--- config.mk ---
export PLATFORM = sky130hd
export DESIGN_NAME = i2c_write_port
export DESIGN_NICKNAME = d
export VERILOG_FILES = /design/src/core/led_port_pkg.sv /design/src/core/pwm_rate_gen.sv /design/src/core/i2c_write_port.sv
export SDC_FILE = /design/constraint.sdc
export NUM_CORES = 1
export LEC_CHECK = 0
export BUFFER_PORTS_ARGS = -buffer_cell sky130_fd_sc_hd__buf_2
export CORE_ASPECT_RATIO = 0.8
export CORE_MARGIN = 2
export CORE_UTILIZATION = 51
export DETAILED_ROUTE_END_ITERATION = 6
export PLACE_DENSITY = 0.72
export SLEW_MARGIN = 0
export SYNTH_ARGS = -nofsm -noshare
export SYNTH_HDL_FRONTEND = slang
export SYNTH_SLANG_ARGS = --single-unit
--- constraint.sdc ---
create_clock -name clock -period 2.2 [get_ports clock]
set_input_delay 0.22 -clock clock [delete_from_list [all_inputs] [get_ports clock]]
set_output_delay 0.22 -clock clock [all_outputs]
set_load 0.05 [all_outputs]
--- src/core/led_port_pkg.sv ---
// constants for the write-only serial register port
`default_nettype none
package led_port_pkg;
	localparam logic [4:0] ADDR_UPPER = 5'h1B;
	localparam logic [7:0] PWM_RATE_OFFSET = 8'h27;
	localparam logic [7:0] PWM_RATE_RESET = 8'h00;
	localparam logic [1:0] STRAP_GND = 2'h0;
	localparam logic [1:0] STRAP_SCL = 2'h1;
	localparam logic [1:0] STRAP_SDA = 2'h2;
	localparam logic [1:0] STRAP_VCC = 2'h3;
	localparam int CLOCK_HZ = 200000000;
	localparam int PWM_FAST_HZ = 24000;
	localparam int PWM_SLOW_HZ = 3600;
	localparam int PWM_FAST_CYCLES = CLOCK_HZ / PWM_FAST_HZ;
	localparam int PWM_SLOW_CYCLES = CLOCK_HZ / PWM_SLOW_HZ;
	typedef enum logic [1:0] {STRAP_IS_GND, STRAP_IS_VCC, STRAP_IS_SCL, STRAP_IS_SDA} strap_conn_t;
endpackage : led_port_pkg
`default_nettype wire

--- src/core/pwm_rate_gen.sv ---
// pwm period generator, rate picked by a select bit
`default_nettype none
module pwm_rate_gen
	import led_port_pkg::*;
(
	// clocking
	input wire logic clock,
	input wire logic arst_n,
	input wire logic clk_en,
	// control
	input wire logic slow_sel,
	// status
	output logic pwm_period_start
);
	import led_port_pkg::*;
	typedef struct packed {
		logic [15:0] cnt;
		logic tick;
	} gen_state_t;
	gen_state_t st_r, st_nxt;
	localparam logic [15:0] FAST_LAST = 16'(PWM_FAST_CYCLES - 1);
	localparam logic [15:0] SLOW_LAST = 16'(PWM_SLOW_CYCLES - 1);
	always_comb begin
		st_nxt = st_r;
		st_nxt.tick = 1'b0;
		if (st_r.cnt >= (slow_sel ? SLOW_LAST : FAST_LAST)) begin
			st_nxt.cnt = 16'h0000;
			st_nxt.tick = 1'b1;
		end else begin
			st_nxt.cnt = st_r.cnt + 16'h0001;
		end
	end
	always_ff @(posedge clock or negedge arst_n) begin
		if (!arst_n) begin
			st_r <= '0;
		end else if (clk_en) begin
			st_r <= st_nxt;
		end
	end
	assign pwm_period_start = st_r.tick;
	a_fast_period: assert property (@(posedge clock) disable iff (!arst_n)
		(clk_en && st_r.tick && !slow_sel) |-> st_r.cnt == 16'h0000)
		else $error("period counter not restarted");
endmodule : pwm_rate_gen
`default_nettype wire

--- src/core/i2c_write_port.sv ---
// write-only serial target with register pointer and pwm rate select
// What this block and the bus master do
// answer address 11011 plus two strap bits, then the direction bit.
// writes only; a set direction bit is never acknowledged, no read path.
// strap ground 00, supply 11, clock line 01, data line 10.
// sample data while clock high, most significant bit first.
// data falling with clock high starts, rising with clock high stops.
// matching address byte acknowledged by holding data low in ninth pulse.
// master releases data for acknowledge and stops if none seen.
// byte after address is the register address, acknowledged.
// every following data byte accepted and acknowledged.
// pointer increments by one during each data acknowledge.
// master keeps data high when the bus is idle.
// master clock at most 400 kHz.
// data line only pulled low or released.
// register pwm_rate_select value 0 gives 24 kHz, 1 gives 3.6 kHz.
// mismatch or read request ignored until next start.
`default_nettype none
module i2c_write_port
	import led_port_pkg::*;
(
	// clocking
	input wire logic clock,
	input wire logic arst_n,
	input wire logic clk_en,
	// serial pins
	input wire logic scl_in,
	input wire logic sda_in,
	output logic sda_out,
	output logic sda_oe,
	// strap, already resolved to its connection
	input wire led_port_pkg::strap_conn_t strap_conn,
	// register write strobe
	output logic reg_wr,
	output logic [7:0] reg_addr,
	output logic [7:0] reg_data,
	// pwm
	output logic [7:0] pwm_rate_select,
	output logic pwm_tick
);
	import led_port_pkg::*;
	typedef enum logic [2:0] {IDLE, ADDR, REGA, DATA, ACK, IGNORE} phase_t;
	typedef struct packed {
		logic [1:0] scl_s;
		logic [1:0] sda_s;
		logic scl_d;
		logic sda_d;
		phase_t ph;
		phase_t after_ack;
		logic [3:0] bits;
		logic [7:0] shift;
		logic [7:0] ptr;
		logic ack_drive;
		strap_conn_t strap_s1;
		strap_conn_t strap_s2;
		logic [1:0] target_addr_bits;
		logic wr;
		logic [7:0] wa;
		logic [7:0] wd;
		logic [7:0] rate;
		logic tick;
	} port_state_t;
	port_state_t st_r, st_nxt;
	logic scl, sda, start_seen, stop_seen, scl_rise, scl_fall, rate_tick, byte_end;
	logic [7:0] byte_in;
	function automatic logic [1:0] strap_bits(input strap_conn_t c);
		unique case (c)
			STRAP_IS_GND: strap_bits = STRAP_GND;
			STRAP_IS_VCC: strap_bits = STRAP_VCC;
			STRAP_IS_SCL: strap_bits = STRAP_SCL;
			STRAP_IS_SDA: strap_bits = STRAP_SDA;
		endcase
	endfunction : strap_bits
	// only the second stage of each synchroniser is read
	assign scl = st_r.scl_s[1];
	assign sda = st_r.sda_s[1];
	assign start_seen = scl && st_r.scl_d && st_r.sda_d && !sda;
	assign stop_seen = scl && st_r.scl_d && !st_r.sda_d && sda;
	assign scl_rise = scl && !st_r.scl_d;
	assign scl_fall = !scl && st_r.scl_d;
	assign byte_in = {st_r.shift[6:0], sda};
	always_comb begin
		st_nxt = st_r;
		st_nxt.scl_s = {st_r.scl_s[0], scl_in};
		st_nxt.sda_s = {st_r.sda_s[0], sda_in};
		st_nxt.scl_d = scl;
		st_nxt.sda_d = sda;
		st_nxt.wr = 1'b0;
		st_nxt.tick = rate_tick;
		// strap caught after reset release, never under reset
		// the strap is a pin too: two flops before the decode reads it
		st_nxt.strap_s1 = strap_conn;
		st_nxt.strap_s2 = st_r.strap_s1;
		st_nxt.target_addr_bits = strap_bits(st_r.strap_s2);
		if (start_seen) begin
			st_nxt.ph = ADDR;
			st_nxt.bits = 4'h0;
			st_nxt.ack_drive = 1'b0;
		end else if (stop_seen) begin
			st_nxt.ph = IDLE;
			st_nxt.ack_drive = 1'b0;
		end else begin
			unique case (st_r.ph)
				IDLE, IGNORE: st_nxt.ack_drive = 1'b0;
				ADDR, REGA, DATA: begin
					if (scl_rise) begin
						st_nxt.shift = byte_in;
						st_nxt.bits = st_r.bits + 4'h1;
					end
					// decide at the falling edge after the eighth bit
					if (scl_fall && st_r.bits == 4'h8) begin
						st_nxt.bits = 4'h0;
						st_nxt.ph = ACK;
						st_nxt.ack_drive = 1'b1;
						if (st_r.ph == ADDR) begin
							if (st_r.shift != {ADDR_UPPER, st_r.target_addr_bits, 1'b0}) begin
								st_nxt.ph = IGNORE;
								st_nxt.ack_drive = 1'b0;
							end
							st_nxt.after_ack = REGA;
						end else if (st_r.ph == REGA) begin
							st_nxt.ptr = st_r.shift;
							st_nxt.after_ack = DATA;
						end else begin
							st_nxt.wr = 1'b1;
							st_nxt.wa = st_r.ptr;
							st_nxt.wd = st_r.shift;
							st_nxt.ptr = st_r.ptr + 8'h01;
							if (st_r.ptr == PWM_RATE_OFFSET) begin
								st_nxt.rate = st_r.shift;
							end
							st_nxt.after_ack = DATA;
						end
					end
				end
				ACK: if (scl_fall) begin
					st_nxt.ack_drive = 1'b0;
					st_nxt.ph = st_r.after_ack;
				end
				default: st_nxt.ph = IDLE;
			endcase
		end
	end
	always_ff @(posedge clock or negedge arst_n) begin
		if (!arst_n) begin
			st_r <= '{scl_s: 2'h3, sda_s: 2'h3, scl_d: 1'b1, sda_d: 1'b1, ph: IDLE,
				after_ack: IDLE, bits: 4'h0, shift: 8'h00, ptr: 8'h00, ack_drive: 1'b0,
				strap_s1: STRAP_IS_GND, strap_s2: STRAP_IS_GND, target_addr_bits: 2'h0,
				wr: 1'b0, wa: 8'h00, wd: 8'h00,
				rate: PWM_RATE_RESET, tick: 1'b0};
		end else if (clk_en) begin
			st_r <= st_nxt;
		end
	end
	pwm_rate_gen u_rate (
		.clock(clock),
		.arst_n(arst_n),
		.clk_en(clk_en),
		.slow_sel(st_r.rate[0]),
		.pwm_period_start(rate_tick)
	);
	// open drain: output is always low, only the enable moves
	assign sda_out = 1'b0;
	assign sda_oe = st_r.ack_drive;
	assign reg_wr = st_r.wr;
	assign reg_addr = st_r.wa;
	assign reg_data = st_r.wd;
	assign pwm_rate_select = st_r.rate;
	assign pwm_tick = st_r.tick;
	// byte boundary as the state machine sees it, for the checks below
	assign byte_end = clk_en && scl_fall && st_r.bits == 4'h8 && !start_seen && !stop_seen;
	a_ack_held: assert property (@(posedge clock) disable iff (!arst_n)
		(clk_en && st_r.ph == ACK && st_r.ack_drive && scl && !start_seen && !stop_seen)
		|=> sda_oe)
		else $error("acknowledge dropped during ninth pulse");
	a_addr_ack: assert property (@(posedge clock) disable iff (!arst_n)
		(byte_end && st_r.ph == ADDR
		&& st_r.shift == {ADDR_UPPER, st_r.target_addr_bits, 1'b0}) |=> st_r.ph == ACK && sda_oe)
		else $error("matching address not acknowledged");
	// a foreign address must leave the line alone until the next start
	a_addr_refused: assert property (@(posedge clock) disable iff (!arst_n)
		(byte_end && st_r.ph == ADDR
		&& st_r.shift != {ADDR_UPPER, st_r.target_addr_bits, 1'b0}) |=> st_r.ph == IGNORE)
		else $error("foreign address acknowledged");
	a_ignore_quiet: assert property (@(posedge clock) disable iff (!arst_n)
		st_r.ph == IGNORE |-> !sda_oe)
		else $error("drive while ignoring");
	a_reg_ack: assert property (@(posedge clock) disable iff (!arst_n)
		(byte_end && st_r.ph == REGA) |=> sda_oe && st_r.ptr == $past(st_r.shift))
		else $error("register byte not taken");
	a_data_ack: assert property (@(posedge clock) disable iff (!arst_n)
		(byte_end && st_r.ph == DATA) |=> reg_wr && sda_oe && reg_data == $past(st_r.shift))
		else $error("data byte not taken");
	a_ptr_step: assert property (@(posedge clock) disable iff (!arst_n)
		(clk_en && st_nxt.wr) |=> st_r.ptr == st_r.wa + 8'h01)
		else $error("pointer did not advance");
	a_rate_load: assert property (@(posedge clock) disable iff (!arst_n)
		(clk_en && st_nxt.wr && st_nxt.wa == PWM_RATE_OFFSET) |=> pwm_rate_select == reg_data)
		else $error("rate register not loaded");
	a_stop_idle: assert property (@(posedge clock) disable iff (!arst_n)
		(clk_en && stop_seen) |=> st_r.ph == IDLE && !sda_oe)
		else $error("stop not honoured");
	a_start_addr: assert property (@(posedge clock) disable iff (!arst_n)
		(clk_en && start_seen) |=> st_r.ph == ADDR && st_r.bits == 4'h0)
		else $error("start not honoured");
	a_read_refused: assert property (@(posedge clock) disable iff (!arst_n)
		(byte_end && st_r.ph == ADDR && st_r.shift[0]) |=> st_r.ph == IGNORE)
		else $error("read request acknowledged");
	a_wr_pulse: assert property (@(posedge clock) disable iff (!arst_n)
		(clk_en && reg_wr) |=> !reg_wr)
		else $error("write strobe longer than one cycle");
	a_oe_in_ack: assert property (@(posedge clock) disable iff (!arst_n)
		sda_oe |-> st_r.ph == ACK && !sda_out)
		else $error("data line driven outside acknowledge");
	a_bits_bound: assert property (@(posedge clock) disable iff (!arst_n)
		st_r.bits <= 4'h8)
		else $error("bit counter past a byte");
	c_ack: cover property (@(posedge clock) st_r.ph == ACK && sda_oe);
	c_write: cover property (@(posedge clock) reg_wr);
	c_ignore: cover property (@(posedge clock) st_r.ph == IGNORE);
	c_slow: cover property (@(posedge clock) pwm_rate_select[0]);
	c_data_ack: cover property (@(posedge clock) st_r.ph == ACK && st_r.after_ack == DATA && sda_oe);
endmodule : i2c_write_port
`default_nettype wire

==> flow_summary.ini, run 1 <==
[logic_synthesis]
netlist_top_cells_count = dfrtp_1, mux2_2, nor2_1, buf_4, nand2_1
syn_area_per_cell_sq_um = 10.8
syn_inst = 398
ys_warn_count = 0
synth_area_leader_cell = dfrtp_1
syn_area_sq_mm = 0.00429
synth_edf_count = 0
yosysSeqAreaShare_pct = 47.4
synth_nets = 422
synth_top_area_share_pct = 43.7
ys_seq_elements = 81
ys_top_cells_by_area = dfrtp_1, mux2_2, ha_1
synthArstFlopShare_pct = 100
ys.flop_type = dfrtp_1
yosysUniqueCellTypes = 51
synth.most_common_cell = dfrtp_1

[global_routing]
grt_pass1_wl_mm = 13.4
met2_usage_pct = 28.2
gr-total-overflow = 0
grt_util_met3_pct = 6.16
antenna_found_initial = 0
grt_pass1_vias = 2756
grtUsageTotal_pct = 18.7
grt_max_degree = 48
use_met1_pct = 26.0
busiest_layer = met2

[layout]
design.final.nets = 439
regArea_sq_mm = 0.00203
final_layout_size_suffix_gt1_share_pct = 28.9
syn_to_final_growth_pct = 8.54
utilization_pct = 57.8
multi_input_area_sq_mm = 0.00195
fill_cells = 709
fin_cells = 526
n_antenna_cell = 0

[worst_setup_path]
max_stage_delay_ns = 0.41
crit_arrival_ns = 2.35
path_cells = inv_2, ha_4, buf_4, nand2_1, nor2_1, a2111oi_4, buf_4, buf_4, a31oi_1, o22ai_1
rr_worst_depth = 10
crit_buf_inv = 4
required_ns = 2.48
cp-start-kind = flip-flop
r2r_slack_ns = 0.13
slowest_stage = dfrtp_1
critPathMaxFanout = 6
cp-end-kind = flip-flop
r2r-end = u_rate.st_r[3]$_DFFE_PN0P_
r2r-start = pwm_rate_select[0]$_DFFE_PN0P_
critPathTopFamily = compound AO/OA/AOI/OAI gates
worstSetupPathType = reg2reg
critical_path.most_common_cell = buf_4

[floorplan]
io_pins = 35
dieArea_sq_mm = 0.00917
die_w_microns = 107
initial_utilization_pct = 53.3
dieHeight_microns = 86.0
coreArea_sq_mm = 0.00806
num_rows = 29

[route]
drt-initial-drc-count = 182
via_per_inst = 5.57
wl_per_cell_microns = 15.0
firstDrtPassIters = 4
route.vias.total = 2928
ant_nets = 0
drc = 0
routed_wirelength_mm = 7.88

[clock_tree]
worst_skew_pair.late_latency_ns = 0.36
cts.path.max_buffers = 2
cts_buffers = 9
cts_num_sinks = 81
clkSlewWorstSetupHoldPaths_ns = 0.08
tritoncts = yes
htreeDepth = 3
cts_root_buf = clkbuf_8

[sta]
finalMaxSlewViolations = 0
rsz0062_at_grt = no
hold_viol_final = 0
fmax_mhz = 483
clock_skew_ns = 0.0109
fin_crit_ns = 2.07
setup_viol = 0
fin_crit_sh_pct = 94.1

[placed_design]
io_buffers = 33
hpwl_mm = 5.56
gp_congestion = 0.869
dp_cells = 508

[pwr]
power_w = 0.00335
sequentialPowerShare_pct = 52.9
switching_power_w = 0.000910
ir_drop_uv = 429
power.share.clock_pct = 33.7
comb_power_share_pct = 13.4
p_per_area_mw_per_mm2 = 719
leakage_nw = 2.30
p_int_w = 0.00244
sw_frac_of_total_pct = 27.2

[hold_path]
hold_depth = 2
hold_path.class = in2reg
holdPathEnd = st_nxt[28]$_DFFE_PN0P_
hold_start = strap_conn[0]

[flow_run]
cap_violations = 0

[run_status]
outcome = finished, final reports clean
==> worst reg2reg max path: cells and delay by family, from the launching register on <==
family | cells | cell delay, ns
fa+ha+maj | 1 | 0.21
buf+inv | 4 | 0.60
flops | 1 | 0.41
compound gates | 3 | 0.64
simple gates | 2 | 0.14
==> routing by layer <==
metal / vias up / wire length, microns
met2: 69 / 3480
met3: 6 / 387
li1: 1419 / -
met4: 0 / 71
met5: - / 0
met1: 1434 / 3940
==> placed cells by master (no fill, tap or decap), types with 8 or more instances in the layout <==
cell,Yosys,routed
o21ai_0,20,20
xnor2_1,10,10
ha_1,17,16
a21oi_1,15,14
clkbuf_8,0,9
nand2_1,25,25
dfrtp_1,75,75
nor3_1,8,8
inv_1,20,19
nor2_1,31,31
nand3_1,15,14
mux2_2,34,34
mux2_4,9,9
buf_2,4,32
buf_4,26,10
==> power groups by stage <==
stage               Combinational (W)  Sequential (W)  Clock, W
CTS                          0.000453         0.00177   0.00116
global placement             0.000432         0.00179         0
detailed placement           0.000450         0.00179         0
global route                 0.000519         0.00179   0.00122
floorplan                    0.000361         0.00174         0
finish                       0.000449         0.00177   0.00113
==> cells by family after synthesis <==
kind of cell	share of synthesized area, %
fa+ha+maj	4.96
mux	12.3
compound gates	9.77
buf+inv	7.82
xor+xnor	2.86
other cells	0.0874
simple gates	14.8
flops	47.4
==> cell type report <==
cell class | instances | share of cell area (%)
inverters | 20 | 1.61
clock inverters | 4 | 1.50
well taps | 108 | 2.90
clock buffers | 10 | 2.74
flip-flops and latches | 81 | 43.7
multi-input cells | 259 | 41.9
repair buffers | 44 | 5.70
==> how the worst max path moves through the flow <==
| stage | from | endpoint | slack (ns) | cells past startpoint |
|---|---|---|---|---|
| 3_5_place_dp | pwm_rate_select[0]$_DFFE_PN0P_ | u_rate.st_r[15]$_DFFE_PN0P_ | -0.24 | 7 |
| 2_1_floorplan | pwm_rate_select[0]$_DFFE_PN0P_ | u_rate.st_r[10]$_DFFE_PN0P_ | 0.14 | 8 |
| 6_report | pwm_rate_select[0]$_DFFE_PN0P_ | u_rate.st_r[3]$_DFFE_PN0P_ | 0.13 | 10 |
| 3_3_place_gp | pwm_rate_select[0]$_DFFE_PN0P_ | u_rate.st_r[16]$_DFFE_PN0P_ | -0.07 | 7 |
| 5_1_grt | pwm_rate_select[0]$_DFFE_PN0P_ | u_rate.st_r[3]$_DFFE_PN0P_ | 0.03 | 8 |
| 4_1_cts | pwm_rate_select[0]$_DFFE_PN0P_ | u_rate.st_r[3]$_DFFE_PN0P_ | 0.03 | 9 |
==> per-stage QoR <==
stage          TNS [ns]  area (sq um)  hold slack, ns  worst slack (ns)
3_5_place_dp      -2.32          4400           0.203            -0.236
3_3_place_gp     -0.784          4400           0.204           -0.0741
4_1_cts               0          4620          0.0782            0.0275
6_report              0          4660          0.0953             0.129
2_1_floorplan         0          4290         -0.0756             0.142
5_1_grt               0          4660          0.0830            0.0314
==> state kept, by name (all words and copies together), names as in the netlist <==
signal / count
st_nxt: 4
reg_data: 8
st_r: 24
reg_wr: 1
u_rate.pwm_period_start: 1
byte_in: 8
pwm_tick: 1
sda_oe: 1
u_rate.st_r: 16
pwm_rate_select: 8
reg_addr: 8
scl: 1
==> timing repair <==
item	CTS	global route
cloned	0	0
hold buffers	1	0
resized for setup	2	3
pin swaps	0	2
endpoints found under the setup margin	11	16
endpoints found under the hold margin	28	0
buffers inserted	0	3
(Power assumes the default switching activity.)
==> inputs of run 2 (changes only) <==
- MAX_ROUTING_LAYER: unset -> met4
==> run 2 against run 1 <==
Effect of this change:
- die area did not move
- clock power barely moved
- clock-buffer cell count did not move
- utilization did not move
==> flow_summary.ini, run 2 (same netlist as run 1, synthesis figures left out) <==
[clock_tree]
cts.path.max_buffers = 2
cts_buffers = 9
htreeDepth = 3
clkSlewWorstSetupHoldPaths_ns = 0.08
worst_skew_pair.late_latency_ns = 0.36
cts_num_sinks = 81
cts_root_buf = clkbuf_8
tritoncts = yes

[pwr]
p_int_w = 0.00244
switching_power_w = 0.000908
sequentialPowerShare_pct = 52.9
comb_power_share_pct = 13.4
power.share.clock_pct = 33.7
ir_drop_uv = 429
power_w = 0.00335
sw_frac_of_total_pct = 27.1
leakage_nw = 2.30
p_per_area_mw_per_mm2 = 719

[global_routing]
grtUsageTotal_pct = 19.3
grt_pass1_vias = 2756
grt_max_degree = 48
grt_pass1_wl_mm = 13.4
gr-total-overflow = 0
antenna_found_initial = 0

[run_status]
outcome = finished, final reports clean

[route]
drc = 0
drt-initial-drc-count = 182
via_per_inst = 5.56
routed_wirelength_mm = 7.87
wl_per_cell_microns = 15.0
route.vias.total = 2926
firstDrtPassIters = 4
ant_nets = 0

[worst_setup_path]
r2r_slack_ns = 0.13
path_cells = inv_2, ha_4, buf_4, nand2_1, nor2_1, a2111oi_4, buf_4, buf_4, a31oi_1, o22ai_1
r2r-end = u_rate.st_r[3]$_DFFE_PN0P_
r2r-start = pwm_rate_select[0]$_DFFE_PN0P_
rr_worst_depth = 10
critPathMaxFanout = 6
max_stage_delay_ns = 0.41
slowest_stage = dfrtp_1
critical_path.most_common_cell = buf_4
cp.depth = 10
crit_path_start = pwm_rate_select[0]$_DFFE_PN0P_
worstSetupPathType = reg2reg
crit_buf_inv = 4
required_ns = 2.48
crit_arrival_ns = 2.35
cp-endpoint = u_rate.st_r[3]$_DFFE_PN0P_
cp-start-kind = flip-flop
cp-end-kind = flip-flop
critPathTopFamily = compound AO/OA/AOI/OAI gates

[layout]
design.final.nets = 439
fin_cells = 526
syn_to_final_growth_pct = 8.54
largest_register_ffs = 24
n_antenna_cell = 0
largestRegisters = st_r (24), u_rate.st_r (16)
final_layout_size_suffix_gt1_share_pct = 28.9
final_common_cell = dfrtp_1
layout_common_cells = dfrtp_1, mux2_2, buf_2
top_register = st_r
utilization_pct = 57.8

[sta]
fin_crit_ns = 2.07
tns_ns = 0
setup_viol = 0
finalMaxSlewViolations = 0
rsz0062_at_grt = no
clock_skew_ns = 0.0109
fmax_mhz = 483
hold_viol_final = 0
setup_ws_ns = 0.129
fin_crit_sh_pct = 94.1

[floorplan]
dieArea_sq_mm = 0.00917
coreArea_sq_mm = 0.00806
die_w_microns = 107
initial_utilization_pct = 53.3
io_pins = 35
dieHeight_microns = 86.0
num_rows = 29

[hold_path]
hold_path.class = in2reg
hold_start = strap_conn[0]

[placed_design]
dp_cells = 508
hpwl_mm = 5.56
gp_congestion = 0.883
io_buffers = 33
dp_slack_ns = -0.236

[flow_run]
cap_violations = 0
==> run 2: metrics by stage <==
step                hold slack, ns  instance area [sq um]
floorplan                  -0.0756                   4290
global placement             0.204                   4400
detailed placement           0.203                   4400
CTS                         0.0782                   4620
global route                0.0829                   4660
finish                      0.0959                   4660
==> run 2: cell type report <==
cell class,instances,area [sq um]
clock buffer,10,128
inverter,20,75.1
fill,709,3400
clock inverter,4,70.1
timing repair buffer,44,265
tap,108,135
multi-input combinational,259,1950
sequential,81,2030
==> run 2: worst reg2reg max path, cell delays in order, from the launching register on <==
cell	delay [ns]
dfrtp_1	0.41
inv_2	0.12
ha_4	0.21
buf_4	0.14
nand2_1	0.07
nor2_1	0.07
a2111oi_4	0.41
buf_4	0.22
buf_4	0.12
a31oi_1	0.08
o22ai_1	0.15
==> run 2: power groups by stage <==
stage	Combinational, W	Sequential (W)	Clock [W]
final	0.000449	0.00177	0.00113
after global routing	0.000519	0.00179	0.00122
after CTS	0.000453	0.00177	0.00116
after detailed placement	0.000450	0.00179	0
after global placement	0.000432	0.00179	0
after floorplan	0.000361	0.00174	0
==> run 2: worst min path at each step <==
stage / endpoint / cells after the start / slack [ns]
global placement: st_r[52]$_DFFE_PN0P_ / 1 / 0.20
CTS: st_nxt[29]$_DFFE_PN0P_ / 2 / 0.08
floorplan: byte_in[1]$_DFFE_PN0P_ / 0 / -0.08
finish: st_nxt[28]$_DFFE_PN0P_ / 2 / 0.1
detailed placement: st_r[52]$_DFFE_PN0P_ / 1 / 0.20
global route: st_nxt[64]$_DFFE_PN1P_ / 2 / 0.08
==> run 2: metal layers <==
layer  GRT usage, %  share of wire, %  vias up
met3           6.16               4.8        6
met5              -                 0        -
met4           5.31              0.90        0
li1               -                 -     1419
met1           26.0                50     1434
met2           28.2                44       67
==> run 2: repair_timing <==
action | CTS | global route
gates resized for setup | 2 | 3
buffers inserted | 0 | 3
hold buffers | 1 | 0
endpoints found under the hold margin | 28 | 0
endpoints found under the setup margin | 11 | 16
pin swaps | 0 | 2
==> inputs of run 3 (changes only) <==
- BUFFER_PORTS_ARGS: -buffer_cell sky130_fd_sc_hd__buf_2 -> -buffer_cell sky130_fd_sc_hd__buf_4
==> run 3 against run 2 <==
Effect of this change:
- critical path depth decreased by 2
- register-to-register slack about the same
- combinational power about the same
- sequential cell count unchanged
- utilization increased by 1.4 points
==> flow_summary.ini, run 3 (same netlist as run 1, synthesis figures left out) <==
[sta]
rsz0062_at_grt = no
fin_crit_sh_pct = 94.0
clock_skew_ns = 0.0116
fin_crit_ns = 2.07
setup_ws_ns = 0.132
hold_viol_final = 0
hold_slack_ns = 0.106
finalMaxSlewViolations = 0
setup_viol = 0
fmax_mhz = 483
tns_ns = 0

[layout]
utilization_pct = 59.3
design.final.nets = 437
fin_cells = 526
final_layout_size_suffix_gt1_share_pct = 28.7
layout_common_cells = dfrtp_1, buf_4, mux2_2
n_antenna_cell = 0
largest_register_ffs = 24
largestRegisters = st_r (24), u_rate.st_r (16)
syn_to_final_growth_pct = 11.3
top_register = st_r
final_common_cell = dfrtp_1

[placed_design]
dp_slack_ns = 0.0181
hpwl_mm = 5.47
dp_cells = 507
io_buffers = 33
gp_congestion = 0.860

[worst_setup_path]
r2r-end = u_rate.st_r[5]$_DFFE_PN0P_
worstSetupPathType = reg2reg
r2r_slack_ns = 0.13
cp-endpoint = u_rate.st_r[5]$_DFFE_PN0P_
required_ns = 2.46
rr_worst_depth = 8
r2r-start = pwm_rate_select[0]$_DFFE_PN0P_
critPathMaxFanout = 6
cp-end-kind = flip-flop
cp-start-kind = flip-flop
crit_path_start = pwm_rate_select[0]$_DFFE_PN0P_
crit_arrival_ns = 2.33

[pwr]
power.share.clock_pct = 37.5
comb_power_share_pct = 12.7
leakage_nw = 2.32
switching_power_w = 0.000918
p_per_area_mw_per_mm2 = 745
ir_drop_uv = 403
p_int_w = 0.00264
sw_frac_of_total_pct = 25.8
sequentialPowerShare_pct = 49.8

[route]
drc = 0
firstDrtPassIters = 4
ant_nets = 0
route.vias.total = 2925
routed_wirelength_mm = 7.92
via_per_inst = 5.56
drt-initial-drc-count = 194
wl_per_cell_microns = 15.1

[clock_tree]
cts_num_sinks = 81
tritoncts = yes
htreeDepth = 3
clkSlewWorstSetupHoldPaths_ns = 0.08
worst_skew_pair.late_latency_ns = 0.34
cts.path.max_buffers = 2
cts_root_buf = clkbuf_8
cts_buffers = 9

[global_routing]
gr-total-overflow = 0
grtUsageTotal_pct = 19.3
antenna_found_initial = 0
grt_pass1_wl_mm = 13.5
grt_pass1_vias = 2705
grt_max_degree = 82

[run_status]
outcome = finished, final reports clean

[floorplan]
dieHeight_microns = 86.0
dieArea_sq_mm = 0.00917
num_rows = 29
die_w_microns = 107
initial_utilization_pct = 53.3
coreArea_sq_mm = 0.00806
io_pins = 35

[hold_path]
hold_path.class = in2reg

[flow_run]
cap_violations = 0
## run 3: cell types whose count changed in the layout (fill, tap and decap cells not counted), sizes merged
cell / delta
buf: -2
clkinv: -1
bufinv: +1
clkbuf: +2
## run 3: per-stage QoR
stage	power, W	area, sq um
finish	0.00356	4770
global route	0.00374	4770
CTS	0.00358	4730
detailed placement	0.00225	4470
global placement	0.00223	4470
floorplan	0.00210	4290
## run 3: critical path, stage by stage, from the launching register on
cell       delay [ns]
dfrtp_1          0.42
inv_1            0.15
ha_1             0.21
nor4_1           0.32
nor3_2           0.12
a2111oi_4        0.30
buf_4            0.21
a31oi_1          0.08
o21ai_0          0.17
## run 3: power groups by stage
stage	logic (W)	registers (W)	clock network [W]
3_5_place_dp	0.000451	0.00180	0
6_report	0.000452	0.00177	0.00133
5_1_grt	0.000519	0.00179	0.00143
2_1_floorplan	0.000361	0.00174	0
4_1_cts	0.000456	0.00177	0.00136
3_3_place_gp	0.000437	0.00179	0
## run 3: cell type report
class | instances | area (sq um)
fillers | 717 | 3280
well taps | 108 | 135
inverters | 20 | 75.1
repair buffers | 42 | 330
clock inverters | 4 | 98.8
clock buffers | 12 | 155
multi-input cells | 259 | 1940
flip-flops and latches | 81 | 2030
## run 3: worst min-delay path by stage
stage | from | slack [ns] | to | cells after the start
final | strap_conn[1] | 0.11 | st_nxt[29]$_DFFE_PN0P_ | 2
after CTS | strap_conn[1] | 0.09 | st_nxt[29]$_DFFE_PN0P_ | 2
after global placement | arst_n | 0.28 | st_nxt[28]$_DFFE_PN0P_ | 2
after global routing | strap_conn[0] | 0.09 | st_nxt[28]$_DFFE_PN0P_ | 2
after detailed placement | arst_n | 0.28 | st_nxt[28]$_DFFE_PN0P_ | 2
after floorplan | arst_n | -0.08 | byte_in[1]$_DFFE_PN0P_ | 0
## run 3: metal layers
metal  up-vias  part of all wire (%)  GRT usage, %
met4         0                   1.1          6.14
li1       1414                     -             -
met3         7                   3.4          4.26
met5         -                     0             -
met1      1453                    50          27.3
met2        51                    45          27.8
## run 3: timing repair
| action | 4_1_cts | 5_1_grt |
|---|---|---|
| hold buffers | 1 | 0 |
| resized for setup | 0 | 3 |
| buffers inserted | 0 | 2 |
| endpoints found under the setup margin | 0 | 16 |
| endpoints found under the hold margin | 75 | 0 |
